[src/astx_pkg.sv]
package astx_pkg;
    // APB address width; byte address is four times a register index
    localparam int ADDR_W = 26;
    // Register indices
    localparam logic [23:0] IDX_IRCTL  = 24'hFF05DE;
    localparam logic [23:0] IDX_MODE   = 24'hFF05D0;
    localparam logic [23:0] IDX_CTRL   = 24'hFF05D1;
    localparam logic [23:0] IDX_BRATE  = 24'hFF05D2;
    localparam logic [23:0] IDX_TXDATA = 24'hFF05D3;
    localparam logic [23:0] IDX_STATUS = 24'hFF05D4;
    localparam logic [23:0] IDX_RXDATA = 24'hFF05D5;
    // Infrared control fields
    localparam int IR_EN  = 7;
    localparam int IR_WLO = 4;
    localparam int IR_TXI = 3;
    localparam int IR_RXI = 2;
    localparam logic [7:0] IRCTL_RST = 8'h03;
    localparam logic [1:0] IR_RSVD   = 2'h3;
    // Pulse width codes, and the bit-relative width in sixteenths of a bit
    localparam logic [2:0] IRW_BIT = 3'h0;
    localparam logic [2:0] IRW_D2  = 3'h1;
    localparam logic [2:0] IRW_D4  = 3'h2;
    localparam logic [2:0] IRW_D8  = 3'h3;
    localparam logic [2:0] IRW_D16 = 3'h4;
    localparam logic [3:0] IR_BIT_PH = 4'h3;
    // Mode fields
    localparam int MD_CHR7 = 6;
    localparam int MD_PEN  = 5;
    localparam int MD_ODD  = 4;
    localparam int MD_STP2 = 3;
    // Control fields
    localparam int CT_TIE  = 7;
    localparam int CT_TE   = 5;
    localparam int CT_RE   = 4;
    localparam int CT_TX_DONE_IRQ_ENABLE = 3;
    localparam int CT_SCKP = 2;
    localparam int CT_CLOCK_ENABLE_HIGH = 1;
    localparam int CT_CLOCK_ENABLE_LOW = 0;
    // Status fields
    localparam int ST_TX_BUFFER_EMPTY_FLAG = 7;
    localparam int ST_RX_FULL_FLAG = 6;
    localparam int ST_OER  = 5;
    localparam int ST_FER  = 4;
    localparam int ST_PER  = 3;
    localparam int ST_TX_DONE_FLAG = 2;
    // Oversampling points
    localparam logic [3:0] PH_LAST = 4'hF;
    localparam logic [3:0] PH_MID  = 4'h7;
    // Transmit and receive sequencer states
    typedef enum logic [4:0] {
        TX_IDLE = 5'h01, TX_START = 5'h02, TX_DATA = 5'h04, TX_PAR = 5'h08, TX_STOP = 5'h10
    } astx_tx_e;
    typedef enum logic [4:0] {
        RX_IDLE = 5'h01, RX_START = 5'h02, RX_DATA = 5'h04, RX_PAR = 5'h08, RX_STOP = 5'h10
    } astx_rx_e;
endpackage

[src/astx_top.sv]
`timescale 1ns/10ps
// What this block does
// - Infrared enable switches pins to infrared use
// - Width code sets infrared transmit pulse width
// - Transmit invert flips output and pulse level
// - Receive invert flips input before decoding
// - Infrared control kept; low two bits read one
// - Frame: start, LSB-first data, parity, stops
// - Independent double-buffered transmitter and receiver
// - Output clock at bit rate, rising mid-bit
// - Transmit disable forces buffer empty flag
// - Receive disable keeps receive flags and data
// - Clock output starts once port bit and low clock enable set, internal clock only
// - Enable sends all-ones frame, receiver idles
// - Empty flag low: load shifter, set flag
// - Empty flag set raises empty request
// - Stop-time flag low chains next frame gaplessly
// - Stop-time flag high: done flag, mark, request
// - Holding write or controller load clears flag
module astx_top
    import astx_pkg::*;
(
    // Clock and reset
    input  wire logic              clk_sys,
    input  wire logic              nrst,
    // APB slave
    input  wire logic              psel,
    input  wire logic              penable,
    input  wire logic              pwrite,
    input  wire logic [ADDR_W-1:0] paddr,
    input  wire logic [31:0]       pwdata,
    output logic      [31:0]       prdata,
    output logic                   pready,
    output logic                   pslverr,
    // Transfer controller load of the holding register
    input  wire logic              xferWrite,
    input  wire logic [7:0]        xferData,
    // Serial pins
    output logic                   txPin,
    input  wire logic              rxPin,
    input  wire logic              sckIn,
    output logic                   sckOut,
    output logic                   sckOe,
    // Interrupt requests
    output logic                   txEmptyIrq,
    output logic                   txDoneIrq
);
    // Registers
    logic [7:2]  irCtl_reg;         // Infrared control, stored bits
    logic [7:0]  mode_reg;          // Frame format
    logic [7:0]  ctrl_reg;          // Enables and clock select
    logic [7:0]  bitRate_reg;       // Rate divisor
    logic [7:0]  txHold_reg;        // Holding register
    logic [7:0]  rxData_reg;        // Received byte
    logic        tx_buffer_empty_flag_reg, tx_done_flag_reg, rx_full_flag_reg, oer_reg, fer_reg, per_reg;
    logic [31:0] rdData_reg;        // Read data captured in setup
    // Synchronisers and clock recovery
    logic        rxMeta_reg, rxSync_reg, sckMeta_reg, sckSync_reg, sckPrev_reg;
    logic [7:0]  brgCnt_reg;        // Rate counter
    logic        tick16;            // Sixteen-times bit rate tick
    // Transmitter
    astx_tx_e    txState_reg;
    logic [3:0]  txPhase_reg;       // Position within bit
    logic [7:0]  txShift_reg;       // Shift register
    logic [2:0]  txCnt_reg;
    logic        txPar_reg, stopLeft_reg, pre_reg, pendPre_reg, teDly_reg, chain_reg;
    logic [4:0]  irCnt_reg;         // Cycles since bit start
    logic        bitEnd, lastTx, enterStop, loadEvt, tendEvt, txBit, irPulse;
    // Receiver
    astx_rx_e    rxState_reg;
    logic [3:0]  rxPhase_reg;
    logic [7:0]  rxShift_reg;
    logic [2:0]  rxCnt_reg;
    logic        rxParBit_reg;
    logic [3:0]  irHold_reg;        // Stretch of a received pulse
    logic        irIn, rxLine, rxEvt, rxErr, lastRx;
    logic [7:0]  rxByte;
    // Bus decode
    logic [23:0] idx;
    logic        hIr, hMd, hCt, hBr, hTx, hSt, hRx, mapped, wrAcc, rdAcc, txWr;
    logic        te, extClk;

    assign te     = ctrl_reg[CT_TE];
    assign extClk = ctrl_reg[CT_CLOCK_ENABLE_HIGH];
    assign idx    = paddr[ADDR_W-1:2];
    assign hIr    = (idx == IDX_IRCTL);
    assign hMd    = (idx == IDX_MODE);
    assign hCt    = (idx == IDX_CTRL);
    assign hBr    = (idx == IDX_BRATE);
    assign hTx    = (idx == IDX_TXDATA);
    assign hSt    = (idx == IDX_STATUS);
    assign hRx    = (idx == IDX_RXDATA);
    assign mapped = (paddr[1:0] == 2'h0) & (hIr | hMd | hCt | hBr | hTx | hSt | hRx);
    assign wrAcc  = psel & penable & pwrite & mapped;
    assign rdAcc  = psel & penable & ~pwrite & mapped;
    assign txWr   = (wrAcc & hTx) | xferWrite;
    // Zero-wait slave; unmapped or misaligned gives an error
    assign pready  = 1'b1;
    assign pslverr = psel & penable & ~mapped;
    assign prdata  = rdData_reg;

    // Read data chosen in the setup cycle
    always_ff @(posedge clk_sys) begin
        if (!nrst) begin
            rdData_reg <= 32'h0;
        end else if (psel & ~penable) begin
            rdData_reg <= 32'h0;
            if (hIr) begin
                rdData_reg[7:0] <= {irCtl_reg, IR_RSVD};
            end
            if (hMd) rdData_reg[7:0] <= mode_reg;
            if (hCt) rdData_reg[7:0] <= ctrl_reg;
            if (hBr) rdData_reg[7:0] <= bitRate_reg;
            if (hTx) rdData_reg[7:0] <= txHold_reg;
            if (hRx) rdData_reg[7:0] <= rxData_reg;
            if (hSt) begin
                rdData_reg[7:2] <= {tx_buffer_empty_flag_reg, rx_full_flag_reg, oer_reg, fer_reg, per_reg, tx_done_flag_reg};
            end
        end
    end

    // Configuration registers; only reset clears them, so standby keeps them
    always_ff @(posedge clk_sys) begin
        if (!nrst) begin
            irCtl_reg   <= IRCTL_RST[7:2];
            mode_reg    <= 8'h00;
            ctrl_reg    <= 8'h00;
            bitRate_reg <= 8'hFF;
            txHold_reg  <= 8'h00;
        end else begin
            if (wrAcc & hIr) irCtl_reg <= pwdata[7:2];
            if (wrAcc & hMd) mode_reg <= pwdata[7:0];
            if (wrAcc & hCt) ctrl_reg <= pwdata[7:0];
            if (wrAcc & hBr) bitRate_reg <= pwdata[7:0];
            // Controller load takes priority over a bus write
            if (xferWrite) begin
                txHold_reg <= xferData;
            end else if (wrAcc & hTx) begin
                txHold_reg <= pwdata[7:0];
            end
        end
    end

    // Pin synchronisers
    always_ff @(posedge clk_sys) begin
        if (!nrst) begin
            rxMeta_reg  <= 1'b1;
            rxSync_reg  <= 1'b1;
            sckMeta_reg <= 1'b0;
            sckSync_reg <= 1'b0;
            sckPrev_reg <= 1'b0;
        end else begin
            rxMeta_reg  <= rxPin;
            rxSync_reg  <= rxMeta_reg;
            sckMeta_reg <= sckIn;
            sckSync_reg <= sckMeta_reg;
            sckPrev_reg <= sckSync_reg;
        end
    end

    // Rate counter; external clock edges replace it, even during setup
    always_ff @(posedge clk_sys) begin
        if (!nrst) begin
            brgCnt_reg <= 8'h00;
        end else begin
            brgCnt_reg <= (brgCnt_reg >= bitRate_reg) ? 8'h00 : brgCnt_reg + 8'h01;
        end
    end
    assign tick16 = extClk ? (sckSync_reg & ~sckPrev_reg)
                           : (brgCnt_reg >= bitRate_reg);

    // Transmit sequencer decode
    assign bitEnd    = tick16 & (txPhase_reg == PH_LAST);
    assign lastTx    = (txCnt_reg == (mode_reg[MD_CHR7] ? 3'h6 : 3'h7));
    assign enterStop = (txState_reg == TX_PAR)
                     | ((txState_reg == TX_DATA) & lastTx & ~mode_reg[MD_PEN]);
    // Load from idle, or at stop time for a gapless next frame
    assign loadEvt = bitEnd & te & ~tx_buffer_empty_flag_reg
                   & (((txState_reg == TX_IDLE) & ~pendPre_reg) | enterStop);
    assign tendEvt = bitEnd & te & tx_buffer_empty_flag_reg & enterStop;

    // Transmit sequencer
    always_ff @(posedge clk_sys) begin
        if (!nrst) begin
            txState_reg  <= TX_IDLE;
            txPhase_reg  <= 4'h0;
            txShift_reg  <= 8'h00;
            txCnt_reg    <= 3'h0;
            txPar_reg    <= 1'b0;
            stopLeft_reg <= 1'b0;
            pre_reg      <= 1'b0;
            pendPre_reg  <= 1'b0;
            teDly_reg    <= 1'b0;
            chain_reg    <= 1'b0;
        end else begin
            teDly_reg <= te;
            if (tick16) txPhase_reg <= txPhase_reg + 4'h1;
            // Enabling schedules one all-ones frame first
            if (te & ~teDly_reg) pendPre_reg <= 1'b1;
            if (loadEvt) begin
                txShift_reg <= txHold_reg;
                txPar_reg   <= (^(txHold_reg & {~mode_reg[MD_CHR7], 7'h7F})) ^ mode_reg[MD_ODD];
            end
            if (!te) begin
                // Disabled: line at mark
                txState_reg <= TX_IDLE;
                pre_reg     <= 1'b0;
                chain_reg   <= 1'b0;
            end else if (bitEnd) begin
                case (txState_reg)
                    TX_IDLE: begin
                        if (pendPre_reg) begin
                            pendPre_reg <= 1'b0;
                            pre_reg     <= 1'b1;
                            txState_reg <= TX_START;
                        end else if (loadEvt) begin
                            txState_reg <= TX_START;
                        end
                    end
                    TX_START: begin
                        txCnt_reg   <= 3'h0;
                        txState_reg <= TX_DATA;
                    end
                    TX_DATA: begin
                        txCnt_reg <= txCnt_reg + 3'h1;
                        if (!loadEvt) txShift_reg <= {1'b1, txShift_reg[7:1]};
                        if (lastTx) txState_reg <= mode_reg[MD_PEN] ? TX_PAR : TX_STOP;
                    end
                    TX_PAR: begin
                        txState_reg <= TX_STOP;
                    end
                    TX_STOP: begin
                        if (stopLeft_reg) begin
                            stopLeft_reg <= 1'b0;
                        end else begin
                            pre_reg     <= 1'b0;
                            txState_reg <= chain_reg ? TX_START : TX_IDLE;
                        end
                    end
                    default: txState_reg <= TX_IDLE;
                endcase
                if (enterStop) begin
                    stopLeft_reg <= mode_reg[MD_STP2];
                    chain_reg    <= loadEvt;
                end
            end
        end
    end

    // Serial bit; the warm-up frame forces ones
    always_comb begin
        case (txState_reg)
            TX_START: txBit = pre_reg;
            TX_DATA:  txBit = txShift_reg[0] | pre_reg;
            TX_PAR:   txBit = txPar_reg | pre_reg;
            default:  txBit = 1'b1;
        endcase
    end

    // Cycles since the bit began, for fixed infrared widths
    always_ff @(posedge clk_sys) begin
        if (!nrst) begin
            irCnt_reg <= 5'h00;
        end else if (bitEnd) begin
            irCnt_reg <= 5'h00;
        end else if (irCnt_reg != 5'h1F) begin
            irCnt_reg <= irCnt_reg + 5'h01;
        end
    end

    // Infrared pulse: one per zero bit, width by code
    always_comb begin
        case (irCtl_reg[IR_WLO+2:IR_WLO])
            IRW_D2:  irPulse = irCnt_reg < 5'h02;
            IRW_D4:  irPulse = irCnt_reg < 5'h04;
            IRW_D8:  irPulse = irCnt_reg < 5'h08;
            IRW_D16: irPulse = irCnt_reg < 5'h10;
            default: irPulse = txPhase_reg < IR_BIT_PH;
        endcase
        irPulse = irPulse & ~txBit;
    end

    // Pin drivers; clock output rises at mid-bit
    always_ff @(posedge clk_sys) begin
        if (!nrst) begin
            txPin  <= 1'b1;
            sckOut <= 1'b0;
            sckOe  <= 1'b0;
        end else begin
            txPin  <= irCtl_reg[IR_EN] ? (irPulse ^ irCtl_reg[IR_TXI]) : txBit;
            sckOut <= txPhase_reg[3];
            sckOe  <= ~extClk & ctrl_reg[CT_CLOCK_ENABLE_LOW] & ctrl_reg[CT_SCKP];
        end
    end

    // Status flags; hardware set wins over clear
    always_ff @(posedge clk_sys) begin
        if (!nrst) begin
            tx_buffer_empty_flag_reg <= 1'b1;
            tx_done_flag_reg <= 1'b1;
            rx_full_flag_reg <= 1'b0;
            oer_reg  <= 1'b0;
            fer_reg  <= 1'b0;
            per_reg  <= 1'b0;
        end else begin
            if (!te | loadEvt) tx_buffer_empty_flag_reg <= 1'b1;
            else if (txWr) tx_buffer_empty_flag_reg <= 1'b0;
            if (tendEvt) tx_done_flag_reg <= 1'b1;
            else if (txWr | (wrAcc & hSt & ~pwdata[ST_TX_DONE_FLAG])) tx_done_flag_reg <= 1'b0;
            // Receive flags ignore the receive enable
            if (rxEvt & ~rx_full_flag_reg) rx_full_flag_reg <= 1'b1;
            else if ((rdAcc & hRx) | (wrAcc & hSt & ~pwdata[ST_RX_FULL_FLAG])) rx_full_flag_reg <= 1'b0;
            if (rxEvt & rx_full_flag_reg) oer_reg <= 1'b1;
            else if (wrAcc & hSt & ~pwdata[ST_OER]) oer_reg <= 1'b0;
            if (rxEvt & ~rxLine) fer_reg <= 1'b1;
            else if (wrAcc & hSt & ~pwdata[ST_FER]) fer_reg <= 1'b0;
            if (rxEvt & ((^rxByte) ^ mode_reg[MD_ODD] ^ rxParBit_reg) & mode_reg[MD_PEN]) begin
                per_reg <= 1'b1;
            end else if (wrAcc & hSt & ~pwdata[ST_PER]) begin
                per_reg <= 1'b0;
            end
        end
    end
    assign txEmptyIrq = tx_buffer_empty_flag_reg & ctrl_reg[CT_TIE];
    assign txDoneIrq  = tx_done_flag_reg & ctrl_reg[CT_TX_DONE_IRQ_ENABLE];

    // Infrared receive: invert, then stretch each pulse to a zero bit
    assign irIn   = rxSync_reg ^ irCtl_reg[IR_RXI];
    assign rxLine = irCtl_reg[IR_EN] ? (~irIn & (irHold_reg == 4'h0)) : rxSync_reg;
    always_ff @(posedge clk_sys) begin
        if (!nrst) begin
            irHold_reg <= 4'h0;
        end else if (irIn) begin
            irHold_reg <= PH_LAST;
        end else if (tick16 & (irHold_reg != 4'h0)) begin
            irHold_reg <= irHold_reg - 4'h1;
        end
    end

    // Receive decode
    assign rxErr  = oer_reg | fer_reg | per_reg;
    assign lastRx = (rxCnt_reg == (mode_reg[MD_CHR7] ? 3'h6 : 3'h7));
    assign rxByte = mode_reg[MD_CHR7] ? {1'b0, rxShift_reg[7:1]} : rxShift_reg;
    assign rxEvt  = tick16 & (rxPhase_reg == PH_MID) & (rxState_reg == RX_STOP);

    // Receive sequencer, independent of the transmitter
    always_ff @(posedge clk_sys) begin
        if (!nrst) begin
            rxState_reg  <= RX_IDLE;
            rxPhase_reg  <= 4'h0;
            rxShift_reg  <= 8'h00;
            rxCnt_reg    <= 3'h0;
            rxParBit_reg <= 1'b0;
        end else if (tick16) begin
            rxPhase_reg <= rxPhase_reg + 4'h1;
            case (rxState_reg)
                RX_IDLE: begin
                    // Wait for a start bit; errors block reception
                    rxPhase_reg <= 4'h0;
                    if (ctrl_reg[CT_RE] & ~rxErr & ~rxLine) rxState_reg <= RX_START;
                end
                RX_START: begin
                    if (rxPhase_reg == PH_MID) begin
                        rxCnt_reg   <= 3'h0;
                        rxState_reg <= rxLine ? RX_IDLE : RX_DATA;
                    end
                end
                RX_DATA: begin
                    if (rxPhase_reg == PH_MID) begin
                        rxShift_reg <= {rxLine, rxShift_reg[7:1]};
                        rxCnt_reg   <= rxCnt_reg + 3'h1;
                        if (lastRx) rxState_reg <= mode_reg[MD_PEN] ? RX_PAR : RX_STOP;
                    end
                end
                RX_PAR: begin
                    if (rxPhase_reg == PH_MID) begin
                        rxParBit_reg <= rxLine;
                        rxState_reg  <= RX_STOP;
                    end
                end
                RX_STOP: begin
                    if (rxPhase_reg == PH_MID) rxState_reg <= RX_IDLE;
                end
                default: rxState_reg <= RX_IDLE;
            endcase
        end
    end

    // Receive buffer loads only when empty
    always_ff @(posedge clk_sys) begin
        if (!nrst) begin
            rxData_reg <= 8'h00;
        end else if (rxEvt & ~rx_full_flag_reg) begin
            rxData_reg <= rxByte;
        end
    end
endmodule

[config.mk]
export PLATFORM = sky130hd
export DESIGN_NAME = astx_top
export DESIGN_NICKNAME = d
export VERILOG_FILES = /design/src/astx_pkg.sv /design/src/astx_top.sv
export SDC_FILE = /design/constraint.sdc
export NUM_CORES = 1
export LEC_CHECK = 0
export BUFFER_PORTS_ARGS = -buffer_cell sky130_fd_sc_hd__buf_2
export CELL_PAD_IN_SITES_DETAIL_PLACEMENT = 1
export CELL_PAD_IN_SITES_GLOBAL_PLACEMENT = 1
export CORE_MARGIN = 2
export CORE_UTILIZATION = 40
export DETAILED_ROUTE_END_ITERATION = 6
export GPL_ROUTABILITY_DRIVEN = 0
export PLACE_DENSITY = 0.82
export SETUP_SLACK_MARGIN = 0.5
export SLEW_MARGIN = 25
export SYNTH_ARGS = -nofsm -noshare
export SYNTH_HDL_FRONTEND = slang
export SYNTH_SLANG_ARGS = --single-unit
export TNS_END_PERCENT = 50
[constraint.sdc]
create_clock -name clk_sys -period 3.4 [get_ports clk_sys]
set_input_delay 0.51 -clock clk_sys [delete_from_list [all_inputs] [get_ports clk_sys]]
set_output_delay 0.51 -clock clk_sys [all_outputs]
set_load 0.02 [all_outputs]
==> results.sh <==
export IMPL_syn_inst=849
export IMPL_maxSlewHeadroom_pct=41.1
export IMPL_p_per_area_nw_per_um2=468
export IMPL_crit_path_end_kind="output port"
export IMPL_path_max_fanout=5
export IMPL_h_tree_depth=4
export IMPL_core_um2=17400
export IMPL_start_kind="primary input"
export IMPL_async_flop_share_pct=0
export IMPL_cts_buffers=17
export IMPL_leakagePower_nw=3.24
export IMPL_synthDistinctLibCells=73
export IMPL_synth_edf_count=0
export IMPL_yosys_register_bits=132
export IMPL_tns_ns=0
export IMPL_num_rows=48
export IMPL_setup_violations=0
export IMPL_power_w=0.00387
export IMPL_die_h_um=137
export IMPL_ir_worst_vdd_v=0.000411
export IMPL_clockBufferDepth=2
export IMPL_synthTopCellsByCount="dfxtp_1 (132), nand2_1 (68), o21ai_0 (63), nor2_1 (53)"
export IMPL_num_antenna_cells=0
export IMPL_hold_start="rxPin"
export IMPL_dp_cells=1103
export IMPL_synthFlopType="dfxtp_1"
export IMPL_cts_tree="built"
export IMPL_worstSetupPathType="in2out"
export IMPL_synth_area_um2=7120
export IMPL_place_area_um2=7540
export IMPL_min_period_ns=2.77
export IMPL_drv_slew=0
export IMPL_dpl_hpwl_um=15500
export IMPL_fin_cells=1139
export IMPL_grt_use_total_pct=24.2
export IMPL_firstDrtPassIters=6
export IMPL_fin_nets=992
export IMPL_required_ns=2.89
export IMPL_wl_um=22200
export IMPL_min_path_type="in2reg"
export IMPL_postRouteAntennaNets=0
export IMPL_worst_slack_ns=0.628
export IMPL_ys_top_cells_by_area="dfxtp_1 (37%), mux2i_1 (5.3%), o21ai_0 (4.4%)"
export IMPL_port_buffers=63
export IMPL_insertion_delay_ns=0.42
export IMPL_avgSynthCellArea_um2=8.38
export IMPL_hold_violations=0
export IMPL_crit_arrival_ns=2.26
export IMPL_fin_skew_ns=0.00679
export IMPL_die_area_um2=18900
export IMPL_rsz0062_at_grt="no"
export IMPL_drt_iter0_drc=526
export IMPL_fmax_ghz=0.361
export IMPL_synth_area_leader_cell="dfxtp_1"
export IMPL_yosysSeqAreaShare_pct=37.1
export IMPL_timing_final_crit_share_pct=81.5
export IMPL_viasPerCell=5.88
export IMPL_chipWidth_um=137
export IMPL_dp_slack_ns=0.206
export IMPL_cts_root_buffer="clkbuf_16"
export IMPL_syn_to_final_growth_pct=16.2
export IMPL_final_design_area_no_fill_um2=8270
export IMPL_post_drt_wl_per_cell_um=19.5
export IMPL_cts_hold_buf=0
export IMPL_rr_startpoint="brgCnt_reg[0]"
export IMPL_fillers=2056
export IMPL_tightest_slew_ns=0.883
export IMPL_yosysMostFrequentCell="dfxtp_1"
export IMPL_netlist_area_leader_share_pct=37.1
export IMPL_antenna_found_initial=0
export IMPL_run_status="finished, final reports clean"
export IMPL_vias=6698
export IMPL_grt_pass1_wl_um=35300
export IMPL_start_util_pct=41.0
export IMPL_path_clk_slew_ns=0.06
export IMPL_clock_sinks=132
export IMPL_gr_total_overflow=0
export IMPL_ios=113
export IMPL_cap_violations=0
export IMPL_drive_gt1_share_pct=15.8
export IMPL_grt_max_degree=56
export IMPL_grt_pass1_vias=6635
export IMPL_synth_warnings=0
export IMPL_startpoint="paddr[15]"
export IMPL_drc=0
critical path: stages:
cell     delay, ns
buf_2         0.09
or4b_4        0.54
or4_1         0.58
buf_4         0.18
o21ba_2       0.20
buf_2         0.15
through the flow:
stage	utilization [%]	hold slack, ns
5_1_grt	47.6	0.273
4_1_cts	47.3	0.265
2_1_floorplan	-	0.386
3_5_place_dp	43.5	0.435
6_report	47.6	0.272
3_3_place_gp	43.5	0.414
worst paths after layout:
| check | to | slack (ns) | cells after the start |
|---|---|---|---|
| worst max-delay path | pslverr | 0.63 | 6 |
| worst min-delay path | rxMeta_reg | 0.27 | 2 |
| worst max register to register | txShift_reg[3] | 0.66 | 8 |
| worst min register to register | sckSync_reg | 0.44 | 1 |
report_power, final:
group / total, W / switching [W] / internal (W)
clock: 0.00205 / 0.000715 / 0.00134
combinational: 0.000223 / 0.000142 / 0.0000815
sequential: 0.00159 / 0.0000233 / 0.00157
total: 0.00387 / 0.000880 / 0.00299
placed cells by master, fill, tap and decap left out, types with 11 or more instances in the layout:
| cell type | instances |
|---|---|
| dfxtp_1 | 132 |
| nand2_1 | 68 |
| o21ai_0 | 63 |
| buf_2 | 62 |
| nor2_1 | 53 |
| nand3_1 | 41 |
| mux2i_1 | 38 |
| a21oi_1 | 34 |
| conb_1 | 25 |
| buf_4 | 25 |
| inv_1 | 24 |
| nor3_1 | 24 |
| xnor2_1 | 23 |
| or3_1 | 18 |
| nand4_1 | 17 |
| ha_1 | 17 |
| clkbuf_16 | 17 |
| o211ai_1 | 14 |
| nand2b_1 | 13 |
| o31ai_1 | 13 |
| xor2_1 | 12 |
| and3_1 | 11 |
| a31oi_1 | 11 |
cell type report:
cell class / count / area (um^2) / area share [%]
Multi-Input combinational cell: 636 / 4060 / 49.1
Clock buffer: 19 / 453 / 5.48
Tap cell: 225 / 282 / 3.40
Clock inverter: 13 / 205 / 2.48
Inverter: 25 / 93.8 / 1.13
Timing Repair Buffer: 89 / 529 / 6.40
Sequential cell: 132 / 2640 / 32.0
per-layer routing:
layer	track usage, %	vias to the layer above	part of all wire [%]
met5	0	-	0
met4	8.02	0	2.2
met3	5.00	34	4.4
met2	40.1	189	49
met1	31.2	3296	44
li1	-	3179	-
cells by family after synthesis:
kind of cell	count (synthesis)	share of synthesized area, %
compound gates	205	19.0
xor+xnor	35	4.31
fa+ha+maj	17	2.99
buf+inv	104	7.26
flops	132	37.1
mux	39	5.50
other cells	2	0.106
simple gates	315	23.7
what timing repair did:
item	CTS	global route
setup endpoints to repair	31	40
setup buffers	0	4
pin swaps	0	2
resized for setup	2	4
Power figures use the tool's default switching activity.
